[src/inc/mmsb_pkg.sv]
// Constants, states and register map of the bargraph meter menu block
// Function
// Program press advances one step on release
// Two-button command needs simultaneous press then release
// Up increments, down decrements edited value
// Display flashes function code against value
// Up/down cycle through selectable options
// Lamp test 3 s, version 2 s, then run
// Offset range -1999..9999, default zero
// Scale default 2000, range -1999..9999
// Reading equals scale times volts/2 plus offset
// Overrange outside -1 V to +2 V
// Program+up shows calibration prompt, off/on toggles
// No analog output: skip to scale entry
// Input calibration choice leads to offset entry
// Program stores offset, then scale entry
// Scale commit leads to bargraph high entry
// Bargraph 0..101 bars, span 100..12000 counts
// Bars from low to high point; flash above
// Program at calibration off enters bargraph high
// Bargraph high commit leads to bargraph low
// Positive overrange flashes bargraph and top segments
// Negative overrange flashes first bar, bottom segments
// Buttons synchronised and debounced before edges
// Edits clamped, committed only on program press
package mmsb_pkg;
  // Clock and times
  localparam int unsigned CLK_KHZ = 250000;
  localparam int unsigned LAMP_MS = 3000;
  localparam int unsigned VER_MS = 2000;
  localparam int unsigned DEBOUNCE_MS = 10;
  localparam int unsigned FLASH_MS = 500;
  // Value limits and defaults
  localparam logic signed [15:0] VAL_MIN = -16'sd1999;
  localparam logic signed [15:0] VAL_MAX = 16'sd9999;
  localparam logic signed [15:0] OFFSET_RST = 16'sd0;
  localparam logic signed [15:0] SCALE_RST = 16'sd2000;
  localparam logic signed [15:0] BHI_RST = 16'sd2000;
  localparam logic signed [15:0] BAR_LO_RST = 16'sd0;
  localparam logic signed [31:0] SPAN_MIN = 32'sd100;
  localparam logic signed [31:0] SPAN_MAX = 32'sd12000;
  localparam logic [6:0] BAR_FULL = 7'h65;
  localparam logic [6:0] BAR_FIRST = 7'h01;
  // Input span in millivolts, gain divisor (2 x 1000 mV)
  localparam logic signed [15:0] IN_MIN_MV = -16'sd1000;
  localparam logic signed [15:0] IN_MAX_MV = 16'sd2000;
  localparam logic signed [31:0] GAIN_DIV = 32'sd2000;
  // Register byte offsets
  localparam logic [4:0] REG_OFFSET = 5'h00;
  localparam logic [4:0] REG_SCALE = 5'h04;
  localparam logic [4:0] REG_BAR_HI = 5'h08;
  localparam logic [4:0] REG_BAR_LO = 5'h0c;
  localparam logic [4:0] REG_STATUS = 5'h10;
  localparam logic [4:0] REG_READING = 5'h14;
  // Status field positions
  localparam int unsigned ST_OVR_POS_BIT = 16;
  localparam int unsigned ST_OVR_NEG_BIT = 17;
  localparam int unsigned ST_AOUT_BIT = 18;
  // Display modes
  typedef enum logic [1:0] {
    DM_VALUE = 2'h0, DM_CODE = 2'h1, DM_ALL_ON = 2'h2, DM_VERSION = 2'h3
  } mmsb_disp_t;
  // Prompt codes shown in code mode
  typedef enum logic [3:0] {
    PC_NONE = 4'h0, PC_CAL = 4'h1, PC_CAL_CHOICE = 4'h2,
    PC_ZERO_READING = 4'h3, PC_GAIN = 4'h4, PC_BAR_HIGH = 4'h5,
    PC_BAR_SPAN_LOW = 4'h6
  } mmsb_code_t;
  // Menu states, one-hot
  typedef enum logic [9:0] {
    ST_LAMP = 10'h001, ST_VER = 10'h002, ST_RUN = 10'h004,
    ST_CAL = 10'h008, ST_CHOICE = 10'h010, ST_ZERO = 10'h020,
    ST_GAIN = 10'h040, ST_BHI = 10'h080, ST_BAR_LO = 10'h100,
    ST_SPARE = 10'h200
  } mmsb_state_t;
endpackage : mmsb_pkg

[src/verilog/mmsb_meter.sv]
// Menu state machine, rescaling and bargraph mapping of the panel meter
`timescale 1ns/100ps
module mmsb_meter #(
  parameter int unsigned LAMP_CYC = mmsb_pkg::LAMP_MS * mmsb_pkg::CLK_KHZ,
  parameter int unsigned VER_CYC = mmsb_pkg::VER_MS * mmsb_pkg::CLK_KHZ,
  parameter int unsigned DEB_CYC =
    mmsb_pkg::DEBOUNCE_MS * mmsb_pkg::CLK_KHZ,
  parameter int unsigned FLASH_CYC = mmsb_pkg::FLASH_MS * mmsb_pkg::CLK_KHZ,
  parameter logic [15:0] VERSION = 16'h0101 // Arbitrary value
) (
  // Clock and reset
  input wire logic clk_i,
  input wire logic nrst_i,
  // Avalon-MM slave
  input wire logic [4:0] avs_address_i,
  input wire logic avs_read_i,
  input wire logic avs_write_i,
  input wire logic [31:0] avs_writedata_i,
  output logic [31:0] avs_readdata_o,
  output logic avs_waitrequest_o,
  // Front panel buttons, pins, high while pressed
  input wire logic btn_prog_i,
  input wire logic btn_up_i,
  input wire logic btn_down_i,
  // Analog output module present, pin
  input wire logic aout_present_i,
  // Converter samples in millivolts
  input wire logic signed [15:0] sample_mv_i,
  input wire logic sample_valid_i,
  // Numeric display
  output logic [1:0] disp_mode_o,
  output logic [3:0] disp_code_o,
  output logic signed [15:0] disp_value_o,
  output logic digit_top_flash_o,
  output logic digit_bot_flash_o,
  // Bargraph
  output logic [6:0] bar_count_o,
  output logic bar_flash_o,
  // Menu state
  output logic [9:0] menu_state_o
);

  localparam int unsigned BTN_PROG = 0;
  localparam int unsigned BTN_UP = 1;
  localparam int unsigned BTN_DOWN = 2;

  typedef struct packed {
    logic [2:0] sync1;
    logic [2:0] sync2;
    logic aout1;
    logic aout2;
    logic [2:0] stable;
    logic [2:0][31:0] deb_cnt;
    logic [2:0] held;
    mmsb_pkg::mmsb_state_t state;
    logic [31:0] timer;
    logic [31:0] flash_cnt;
    logic flash_ph;
    logic opt;
    logic signed [15:0] edit;
    logic signed [15:0] offset;
    logic signed [15:0] scale;
    logic signed [15:0] bhi;
    logic signed [15:0] lo_pt;
    logic signed [31:0] reading;
    logic ovr_pos;
    logic ovr_neg;
    logic [6:0] bar;
    logic bar_flash;
    logic [1:0] disp_mode;
    logic [3:0] disp_code;
    logic signed [15:0] disp_value;
    logic top_flash;
    logic bot_flash;
    logic wait_n;
    logic [31:0] rdata;
  } mmsb_st_t;

  mmsb_st_t r_reg;
  mmsb_st_t r_next;
  logic ev_prog;
  logic ev_up;
  logic ev_down;
  logic ev_cal;

  // Saturate any value into the editable range
  function automatic logic signed [15:0] clamp(
    input logic signed [31:0] v);
    logic signed [15:0] res;
    res = v[15:0];
    if (v < 32'(mmsb_pkg::VAL_MIN)) begin
      res = mmsb_pkg::VAL_MIN;
    end else if (v > 32'(mmsb_pkg::VAL_MAX)) begin
      res = mmsb_pkg::VAL_MAX;
    end
    return res;
  endfunction : clamp

  // Next-state logic for the whole block
  always_comb begin
    logic [2:0] released;
    logic signed [31:0] prod;
    logic signed [31:0] span;
    logic signed [31:0] rel_pos;
    logic signed [31:0] bar_full;
    logic editing;
    released = 3'h0;
    prod = 32'sd0;
    span = 32'sd0;
    rel_pos = 32'sd0;
    bar_full = 32'sd0;
    editing = 1'b0;
    r_next = r_reg;

    // Two-stage synchronisers on every pin input
    r_next.sync1 = {btn_down_i, btn_up_i, btn_prog_i};
    r_next.sync2 = r_reg.sync1;
    r_next.aout1 = aout_present_i;
    r_next.aout2 = r_reg.aout1;

    // Debounce: level must hold DEB_CYC cycles before it is taken
    for (int i = 0; i < 3; i++) begin
      if (r_reg.sync2[i] != r_reg.stable[i]) begin
        r_next.deb_cnt[i] = r_reg.deb_cnt[i] + 32'h1;
        if (r_reg.deb_cnt[i] == DEB_CYC - 1) begin
          r_next.stable[i] = r_reg.sync2[i];
          r_next.deb_cnt[i] = 32'h0;
        end
      end else begin
        r_next.deb_cnt[i] = 32'h0;
      end
    end

    // Collect buttons held since the first press; decide on full release
    if (r_reg.held != 3'h0 && r_next.stable == 3'h0) begin
      released = r_reg.held;
      r_next.held = 3'h0;
    end else begin
      r_next.held = r_reg.held | r_next.stable;
    end
    ev_prog = released == 3'h1;
    ev_up = released == 3'h2;
    ev_down = released == 3'h4;
    ev_cal = released == 3'h3; // Program and up together

    // Flash phase for code against value
    r_next.flash_cnt = r_reg.flash_cnt + 32'h1;
    if (r_reg.flash_cnt == FLASH_CYC - 1) begin
      r_next.flash_cnt = 32'h0;
      r_next.flash_ph = ~r_reg.flash_ph;
    end

    // Value editing; clamped, commit happens only on program
    editing = r_reg.state == mmsb_pkg::ST_ZERO ||
      r_reg.state == mmsb_pkg::ST_GAIN ||
      r_reg.state == mmsb_pkg::ST_BHI || r_reg.state == mmsb_pkg::ST_BAR_LO;
    if (editing && ev_up) begin
      r_next.edit = clamp(32'(r_reg.edit) + 32'sd1);
    end else if (editing && ev_down) begin
      r_next.edit = clamp(32'(r_reg.edit) - 32'sd1);
    end

    // Menu state machine
    r_next.timer = 32'h0;
    case (r_reg.state)
      mmsb_pkg::ST_LAMP: begin
        r_next.timer = r_reg.timer + 32'h1;
        if (r_reg.timer == LAMP_CYC - 1) begin
          r_next.state = mmsb_pkg::ST_VER;
          r_next.timer = 32'h0;
        end
      end
      mmsb_pkg::ST_VER: begin
        r_next.timer = r_reg.timer + 32'h1;
        if (r_reg.timer == VER_CYC - 1) begin
          r_next.state = mmsb_pkg::ST_RUN;
          r_next.timer = 32'h0;
        end
      end
      mmsb_pkg::ST_RUN: begin
        if (ev_cal) begin
          r_next.state = mmsb_pkg::ST_CAL;
          r_next.opt = 1'b0;
        end
      end
      mmsb_pkg::ST_CAL: begin
        if (ev_up || ev_down) begin
          r_next.opt = ~r_reg.opt; // Off against on
        end else if (ev_prog && !r_reg.opt) begin
          r_next.state = mmsb_pkg::ST_BHI;
          r_next.edit = r_reg.bhi;
        end else if (ev_prog && r_reg.aout2) begin
          r_next.state = mmsb_pkg::ST_CHOICE;
          r_next.opt = 1'b0;
        end else if (ev_prog) begin
          r_next.state = mmsb_pkg::ST_GAIN;
          r_next.edit = r_reg.scale;
        end
      end
      mmsb_pkg::ST_CHOICE: begin
        if (ev_up || ev_down) begin
          r_next.opt = ~r_reg.opt; // Output against input cal
        end else if (ev_prog && r_reg.opt) begin
          r_next.state = mmsb_pkg::ST_ZERO;
          r_next.edit = r_reg.offset;
        end else if (ev_prog) begin
          // Output calibration is not held here; back to the reading
          r_next.state = mmsb_pkg::ST_RUN;
        end
      end
      mmsb_pkg::ST_ZERO: begin
        if (ev_prog) begin
          r_next.offset = r_reg.edit;
          r_next.state = mmsb_pkg::ST_GAIN;
          r_next.edit = r_reg.scale;
        end
      end
      mmsb_pkg::ST_GAIN: begin
        if (ev_prog) begin
          r_next.scale = r_reg.edit;
          r_next.state = mmsb_pkg::ST_BHI;
          r_next.edit = r_reg.bhi;
        end
      end
      mmsb_pkg::ST_BHI: begin
        if (ev_prog) begin
          r_next.bhi = r_reg.edit;
          r_next.state = mmsb_pkg::ST_BAR_LO;
          r_next.edit = r_reg.lo_pt;
        end
      end
      mmsb_pkg::ST_BAR_LO: begin
        if (ev_prog) begin
          // Low point kept at least the minimum span below high
          if (32'(r_reg.edit) > 32'(r_reg.bhi) - mmsb_pkg::SPAN_MIN) begin
            r_next.lo_pt = clamp(32'(r_reg.bhi) - mmsb_pkg::SPAN_MIN);
          end else begin
            r_next.lo_pt = r_reg.edit;
          end
          r_next.state = mmsb_pkg::ST_RUN;
        end
      end
      default: begin
        r_next.state = mmsb_pkg::ST_RUN;
      end
    endcase

    // Software writes reach parameters only from the operational display;
    // a write lands at the answer edge, while waitrequest is low
    if (avs_write_i && r_reg.wait_n && r_reg.state == mmsb_pkg::ST_RUN) begin
      case (avs_address_i)
        mmsb_pkg::REG_OFFSET: begin
          r_next.offset = clamp(32'(signed'(avs_writedata_i[15:0])));
        end
        mmsb_pkg::REG_SCALE: begin
          r_next.scale = clamp(32'(signed'(avs_writedata_i[15:0])));
        end
        mmsb_pkg::REG_BAR_HI: begin
          r_next.bhi = clamp(32'(signed'(avs_writedata_i[15:0])));
        end
        mmsb_pkg::REG_BAR_LO: begin
          r_next.lo_pt = clamp(32'(signed'(avs_writedata_i[15:0])));
        end
        default: begin
        end
      endcase
    end

    // Rescale: reading = scale * mV / 2000 + offset
    if (sample_valid_i) begin
      prod = 32'(r_reg.scale) * 32'(sample_mv_i);
      r_next.reading = prod / mmsb_pkg::GAIN_DIV + 32'(r_reg.offset);
      r_next.ovr_pos = sample_mv_i > mmsb_pkg::IN_MAX_MV ||
        prod / mmsb_pkg::GAIN_DIV + 32'(r_reg.offset) >
        32'(mmsb_pkg::VAL_MAX);
      r_next.ovr_neg = sample_mv_i < mmsb_pkg::IN_MIN_MV ||
        prod / mmsb_pkg::GAIN_DIV + 32'(r_reg.offset) <
        32'(mmsb_pkg::VAL_MIN);
    end

    // Bargraph mapping between low and high points
    span = 32'(r_reg.bhi) - 32'(r_reg.lo_pt);
    if (span < mmsb_pkg::SPAN_MIN) begin
      span = mmsb_pkg::SPAN_MIN;
    end else if (span > mmsb_pkg::SPAN_MAX) begin
      span = mmsb_pkg::SPAN_MAX;
    end
    bar_full = 32'(mmsb_pkg::BAR_FULL);
    rel_pos = ((r_reg.reading - 32'(r_reg.lo_pt)) * bar_full) / span;
    r_next.bar_flash = 1'b0;
    if (r_reg.ovr_pos) begin
      r_next.bar = mmsb_pkg::BAR_FULL;
      r_next.bar_flash = 1'b1;
    end else if (r_reg.ovr_neg) begin
      r_next.bar = mmsb_pkg::BAR_FIRST;
      r_next.bar_flash = 1'b1;
    end else if (r_reg.reading <= 32'(r_reg.lo_pt)) begin
      r_next.bar = 7'h00;
    end else if (r_reg.reading >= 32'(r_reg.bhi)) begin
      r_next.bar = mmsb_pkg::BAR_FULL;
      r_next.bar_flash = r_reg.reading > 32'(r_reg.bhi);
    end else begin
      r_next.bar = rel_pos[6:0];
    end
    r_next.top_flash = r_reg.ovr_pos;
    r_next.bot_flash = r_reg.ovr_neg;

    // Numeric display source; prompts flash against values
    r_next.disp_mode = mmsb_pkg::DM_VALUE;
    r_next.disp_code = mmsb_pkg::PC_NONE;
    r_next.disp_value = r_reg.edit;
    case (r_reg.state)
      mmsb_pkg::ST_LAMP: r_next.disp_mode = mmsb_pkg::DM_ALL_ON;
      mmsb_pkg::ST_VER: begin
        r_next.disp_mode = mmsb_pkg::DM_VERSION;
        r_next.disp_value = VERSION;
      end
      mmsb_pkg::ST_RUN: r_next.disp_value = clamp(r_reg.reading);
      mmsb_pkg::ST_CAL: begin
        r_next.disp_code = mmsb_pkg::PC_CAL;
        r_next.disp_value = {15'h0000, r_reg.opt};
      end
      mmsb_pkg::ST_CHOICE: begin
        r_next.disp_code = mmsb_pkg::PC_CAL_CHOICE;
        r_next.disp_value = {15'h0000, r_reg.opt};
      end
      mmsb_pkg::ST_ZERO: r_next.disp_code = mmsb_pkg::PC_ZERO_READING;
      mmsb_pkg::ST_GAIN: r_next.disp_code = mmsb_pkg::PC_GAIN;
      mmsb_pkg::ST_BHI: r_next.disp_code = mmsb_pkg::PC_BAR_HIGH;
      mmsb_pkg::ST_BAR_LO: r_next.disp_code = mmsb_pkg::PC_BAR_SPAN_LOW;
      default: r_next.disp_value = clamp(r_reg.reading);
    endcase
    if (r_next.disp_code != mmsb_pkg::PC_NONE && r_reg.flash_ph) begin
      r_next.disp_mode = mmsb_pkg::DM_CODE;
    end

    // Bus: one wait cycle, then a single-cycle answer
    r_next.wait_n = (avs_read_i || avs_write_i) && !r_reg.wait_n;
    r_next.rdata = 32'h0;
    if (avs_read_i && !r_reg.wait_n) begin
      case (avs_address_i)
        mmsb_pkg::REG_OFFSET: r_next.rdata = 32'(r_reg.offset);
        mmsb_pkg::REG_SCALE: r_next.rdata = 32'(r_reg.scale);
        mmsb_pkg::REG_BAR_HI: r_next.rdata = 32'(r_reg.bhi);
        mmsb_pkg::REG_BAR_LO: r_next.rdata = 32'(r_reg.lo_pt);
        mmsb_pkg::REG_STATUS: begin
          r_next.rdata[9:0] = r_reg.state;
          r_next.rdata[mmsb_pkg::ST_OVR_POS_BIT] = r_reg.ovr_pos;
          r_next.rdata[mmsb_pkg::ST_OVR_NEG_BIT] = r_reg.ovr_neg;
          r_next.rdata[mmsb_pkg::ST_AOUT_BIT] = r_reg.aout2;
        end
        mmsb_pkg::REG_READING: r_next.rdata = r_reg.reading;
        default: r_next.rdata = 32'h0;
      endcase
    end
  end

  // State register; constants only under reset
  always_ff @(posedge clk_i or negedge nrst_i) begin
    if (!nrst_i) begin
      r_reg <= '0;
      r_reg.state <= mmsb_pkg::ST_LAMP;
      r_reg.offset <= mmsb_pkg::OFFSET_RST;
      r_reg.scale <= mmsb_pkg::SCALE_RST;
      r_reg.bhi <= mmsb_pkg::BHI_RST;
      r_reg.lo_pt <= mmsb_pkg::BAR_LO_RST;
      r_reg.disp_mode <= mmsb_pkg::DM_ALL_ON;
    end else begin
      r_reg <= r_next;
    end
  end

  // Outputs straight from the state register
  assign avs_readdata_o = r_reg.rdata;
  assign avs_waitrequest_o = !r_reg.wait_n;
  assign disp_mode_o = r_reg.disp_mode;
  assign disp_code_o = r_reg.disp_code;
  assign disp_value_o = r_reg.disp_value;
  assign digit_top_flash_o = r_reg.top_flash;
  assign digit_bot_flash_o = r_reg.bot_flash;
  assign bar_count_o = r_reg.bar;
  assign bar_flash_o = r_reg.bar_flash;
  assign menu_state_o = r_reg.state;
endmodule : mmsb_meter

[config.mk]
export PLATFORM = sky130hd
export DESIGN_NAME = mmsb_meter
export DESIGN_NICKNAME = d
export VERILOG_FILES = /design/src/inc/mmsb_pkg.sv /design/src/verilog/mmsb_meter.sv
export SDC_FILE = /design/constraint.sdc
export NUM_CORES = 2
export LEC_CHECK = 0
export BUFFER_PORTS_ARGS = -buffer_cell sky130_fd_sc_hd__buf_2
export CAP_MARGIN = 20
export CORE_MARGIN = 3
export CORE_UTILIZATION = 28
export DETAILED_ROUTE_END_ITERATION = 10
export PLACE_DENSITY_LB_ADDON = 0.2
export RECOVER_POWER = 100
export SYNTH_ARGS = -nofsm -noshare
export SYNTH_HDL_FRONTEND = slang
export SYNTH_SLANG_ARGS = --single-unit
[constraint.sdc]
create_clock -name clk_i -period 260 [get_ports clk_i]
set_input_delay 78 -clock clk_i [delete_from_list [all_inputs] [get_ports clk_i]]
set_output_delay 78 -clock clk_i [all_outputs]
set_load 0.1 [all_outputs]
==> results.sh <==
export IMPL_fp_dieArea_sq_um=244000
export IMPL_crit_path_start_kind="input port"
export IMPL_synth_seq_cells=364
export IMPL_cts_sinks=364
export IMPL_coreArea_sq_um=236000
export IMPL_insertion_delay_ns=0.67
export IMPL_clockBufferDepth=3
export IMPL_syn_to_final_growth_pct=8.40
export IMPL_synth_top_family_by_area="adder cells"
export IMPL_fmaxAchievable_ghz=0.00695
export IMPL_num_nets_final=9793
export IMPL_finalHoldViolations=0
export IMPL_routedWlPerCell_um=17.6
export IMPL_path_clk_slew_ns=0.06
export IMPL_synth_area_leaders="ha_1, dfrtp_1, fa_1, a21oi_1, nand2_1"
export IMPL_cp_slowest_cell="clkbuf_1"
export IMPL_relSlewSlack_pct=-412
export IMPL_synth_edf_count=0
export IMPL_setup_tns_ns=0
export IMPL_crit_chain="clkbuf_1 > clkbuf_1 > clkbuf_1 > clkbuf_1"
export IMPL_netlist_area_sq_um=66800
export IMPL_rsz0062_at_grt="false"
export IMPL_crit_top_cell="clkbuf_1"
export IMPL_htreeDepth=2
export IMPL_hp_class="reg2reg"
export IMPL_cpPeakStageDelay_ns=5.36
export IMPL_max_slew_worst_pin_slew_ns=7.68
export IMPL_ios=137
export IMPL_muxShareOfSynthArea_pct=4.13
export IMPL_grt_pass1_vias=60000
export IMPL_place_port_buffers=119
export IMPL_drt_iter0_drc=3726
export IMPL_drt_vias_per_instance=5.17
export IMPL_drtPass1Iterations=9
export IMPL_async_flop_share_pct=100
export IMPL_yosysTopAreaCellShare_pct=15.8
export IMPL_crit_family="buffers and inverters"
export IMPL_die_height_um=494
export IMPL_place_gp_congestion=0.905
export IMPL_status="finished with violations"
export IMPL_cts_tree="done"
export IMPL_synth_top_area_cell="ha_1"
export IMPL_finalWirelength_mm=208
export IMPL_postCtsResizedCells=0
export IMPL_grt_pass1_wl_mm=333
export IMPL_maxCapViolCount=12
export IMPL_cts_hold_buf=0
export IMPL_crit_cells=4
export IMPL_die_x_um=494
export IMPL_synth_xor_area_share_pct=7.97
export IMPL_drive_gt1_share_pct=6.01
export IMPL_synth_flop_cell="dfrtp_1"
export IMPL_synth_avg_cell_area_sq_um=7.81
export IMPL_track_usage_pct=16.8
export IMPL_setup_viol=0
export IMPL_num_vias=60900
export IMPL_num_rows=178
export IMPL_endpoint_kind="async pin"
export IMPL_syn_inst=8556
export IMPL_synth_most_common_cell="ha_1"
export IMPL_min_period_over_period_pct=55.3
export IMPL_clock_skew_ns=0.0483
export IMPL_largest_reg_flops=285
export IMPL_cp_required_ns=260.08
export IMPL_postCtsSetupBuffers=0
export IMPL_cp_arrival_ns=93.04
export IMPL_drc_errors=0
export IMPL_grt_ovfl_total=0
export IMPL_ant_nets=0
export IMPL_cp_max_fo=137
export IMPL_fillCellCount=25300
export IMPL_maxSlewViolCount=657
export IMPL_layout_min_cycle_time_ns=143.79
export IMPL_yosys_cell_types_count=138
export IMPL_hpwl_mm=168
export IMPL_synthAdderAreaFrac_pct=24.6
export IMPL_synth_compound_area_share_pct=21.7
export IMPL_antenna_found_initial=8
export IMPL_initial_core_util_pct=28.3
export IMPL_grt_max_degree=138
export IMPL_setup_slack_ns=116.22
export IMPL_pre_cts_ws_ns=124.02
export IMPL_ys_seq_area_share_pct=13.7
export IMPL_crit_end="r_reg[153]"
export IMPL_violations="capacitance limit, slew limit"
export IMPL_synth_common_cells="ha_1, nand2_1, nor2_1"
export IMPL_synth_simple_gate_area_share_pct=21.4
export IMPL_register_area_sq_um=9130
export IMPL_timing_setup_critical_path_class="in2async"
export IMPL_multi_input_area_sq_um=54000
export IMPL_worstSetupStartpoint="nrst_i"
export IMPL_ctsRootBufferMaster="clkbuf_16"
export IMPL_numCtsBuffers=47
export IMPL_yosys_warnings=0
export IMPL_path_buf_inv=4
[placed cells by master, fill, tap and decap left out, drive strengths merged, types with 81 or more instances in the layout]
cell type | synthesis | layout
nand3 | 152 | 152
clkbuf | 271 | 168
fa | 291 | 291
buf | 128 | 114
mux2 | 169 | 169
and2 | 152 | 152
nand2 | 756 | 756
nor2b | 114 | 114
conb | 2 | 173
and3 | 88 | 88
nand2b | 100 | 100
nor3 | 410 | 410
o31ai | 160 | 160
or3 | 84 | 84
a21oi | 626 | 626
a21o | 107 | 107
ha | 844 | 844
nand4 | 109 | 109
o21ai | 440 | 440
nor4 | 81 | 81
dfrtp | 350 | 350
nor2 | 738 | 738
xor2 | 268 | 268
inv | 679 | 681
o21a | 328 | 328
xnor2 | 325 | 325
[area by class of cell]
type	count	area share, %
Multi-Input combinational cell	7283	74.6
Sequential cell	364	12.6
Tap cell	3150	5.44
Inverter	681	3.53
Clock buffer	63	1.88
Timing Repair Buffer	219	1.59
Clock inverter	23	0.384
Antenna cell	4	0.0138
[layer usage]
metal / GRT usage, % / part of all wire [%] / vias up
met5: 0 / 0 / -
met4: 5.78 / 3.5 / 0
met3: 1.42 / 3.9 / 243
met2: 28.8 / 47 / 1104
met1: 21.9 / 46 / 29300
li1: - / - / 30300
[final timing paths]
check                      depth (start not counted)  slack, ns   startpoint        endpoint
min reg2reg                                        0       0.35  r_next[357]      r_reg[357]
min in group asynchronous                          1      79.92       nrst_i      r_reg[322]
max reg2reg                                      757     116.22   r_reg[100]  bar_count_o[6]
min                                                0       0.35  r_next[357]      r_reg[357]
[cell families (layout without fill, tap and decap cells)]
family / after synthesis / count (layout)
other: 2 / 177
multiplexers: 249 / 249
AND/OR/NAND/NOR: 2931 / 2931
AO/OA/AOI/OAI: 2195 / 2195
flip-flops: 364 / 364
buffers and inverters: 1080 / 986
XOR/XNOR: 594 / 594
adder cells (fa/ha/maj): 1141 / 1141
[through the flow]
stage               utilization (%)  std cells  hold slack [ns]  instance area [sq um]
floorplan                         -       8727            0.331                  67400
CTS                            30.8      11800            0.352                  72700
global route                   30.6      11800            0.353                  72400
finish                         30.6      11800            0.351                  72400
detailed placement             30.1      11700            0.337                  71100
global placement               30.1      11700            0.339                  71100
Power is left out: the tool's default activity adds up to more than one toggle a clock period on the data nets, which glitch-free logic cannot reach.
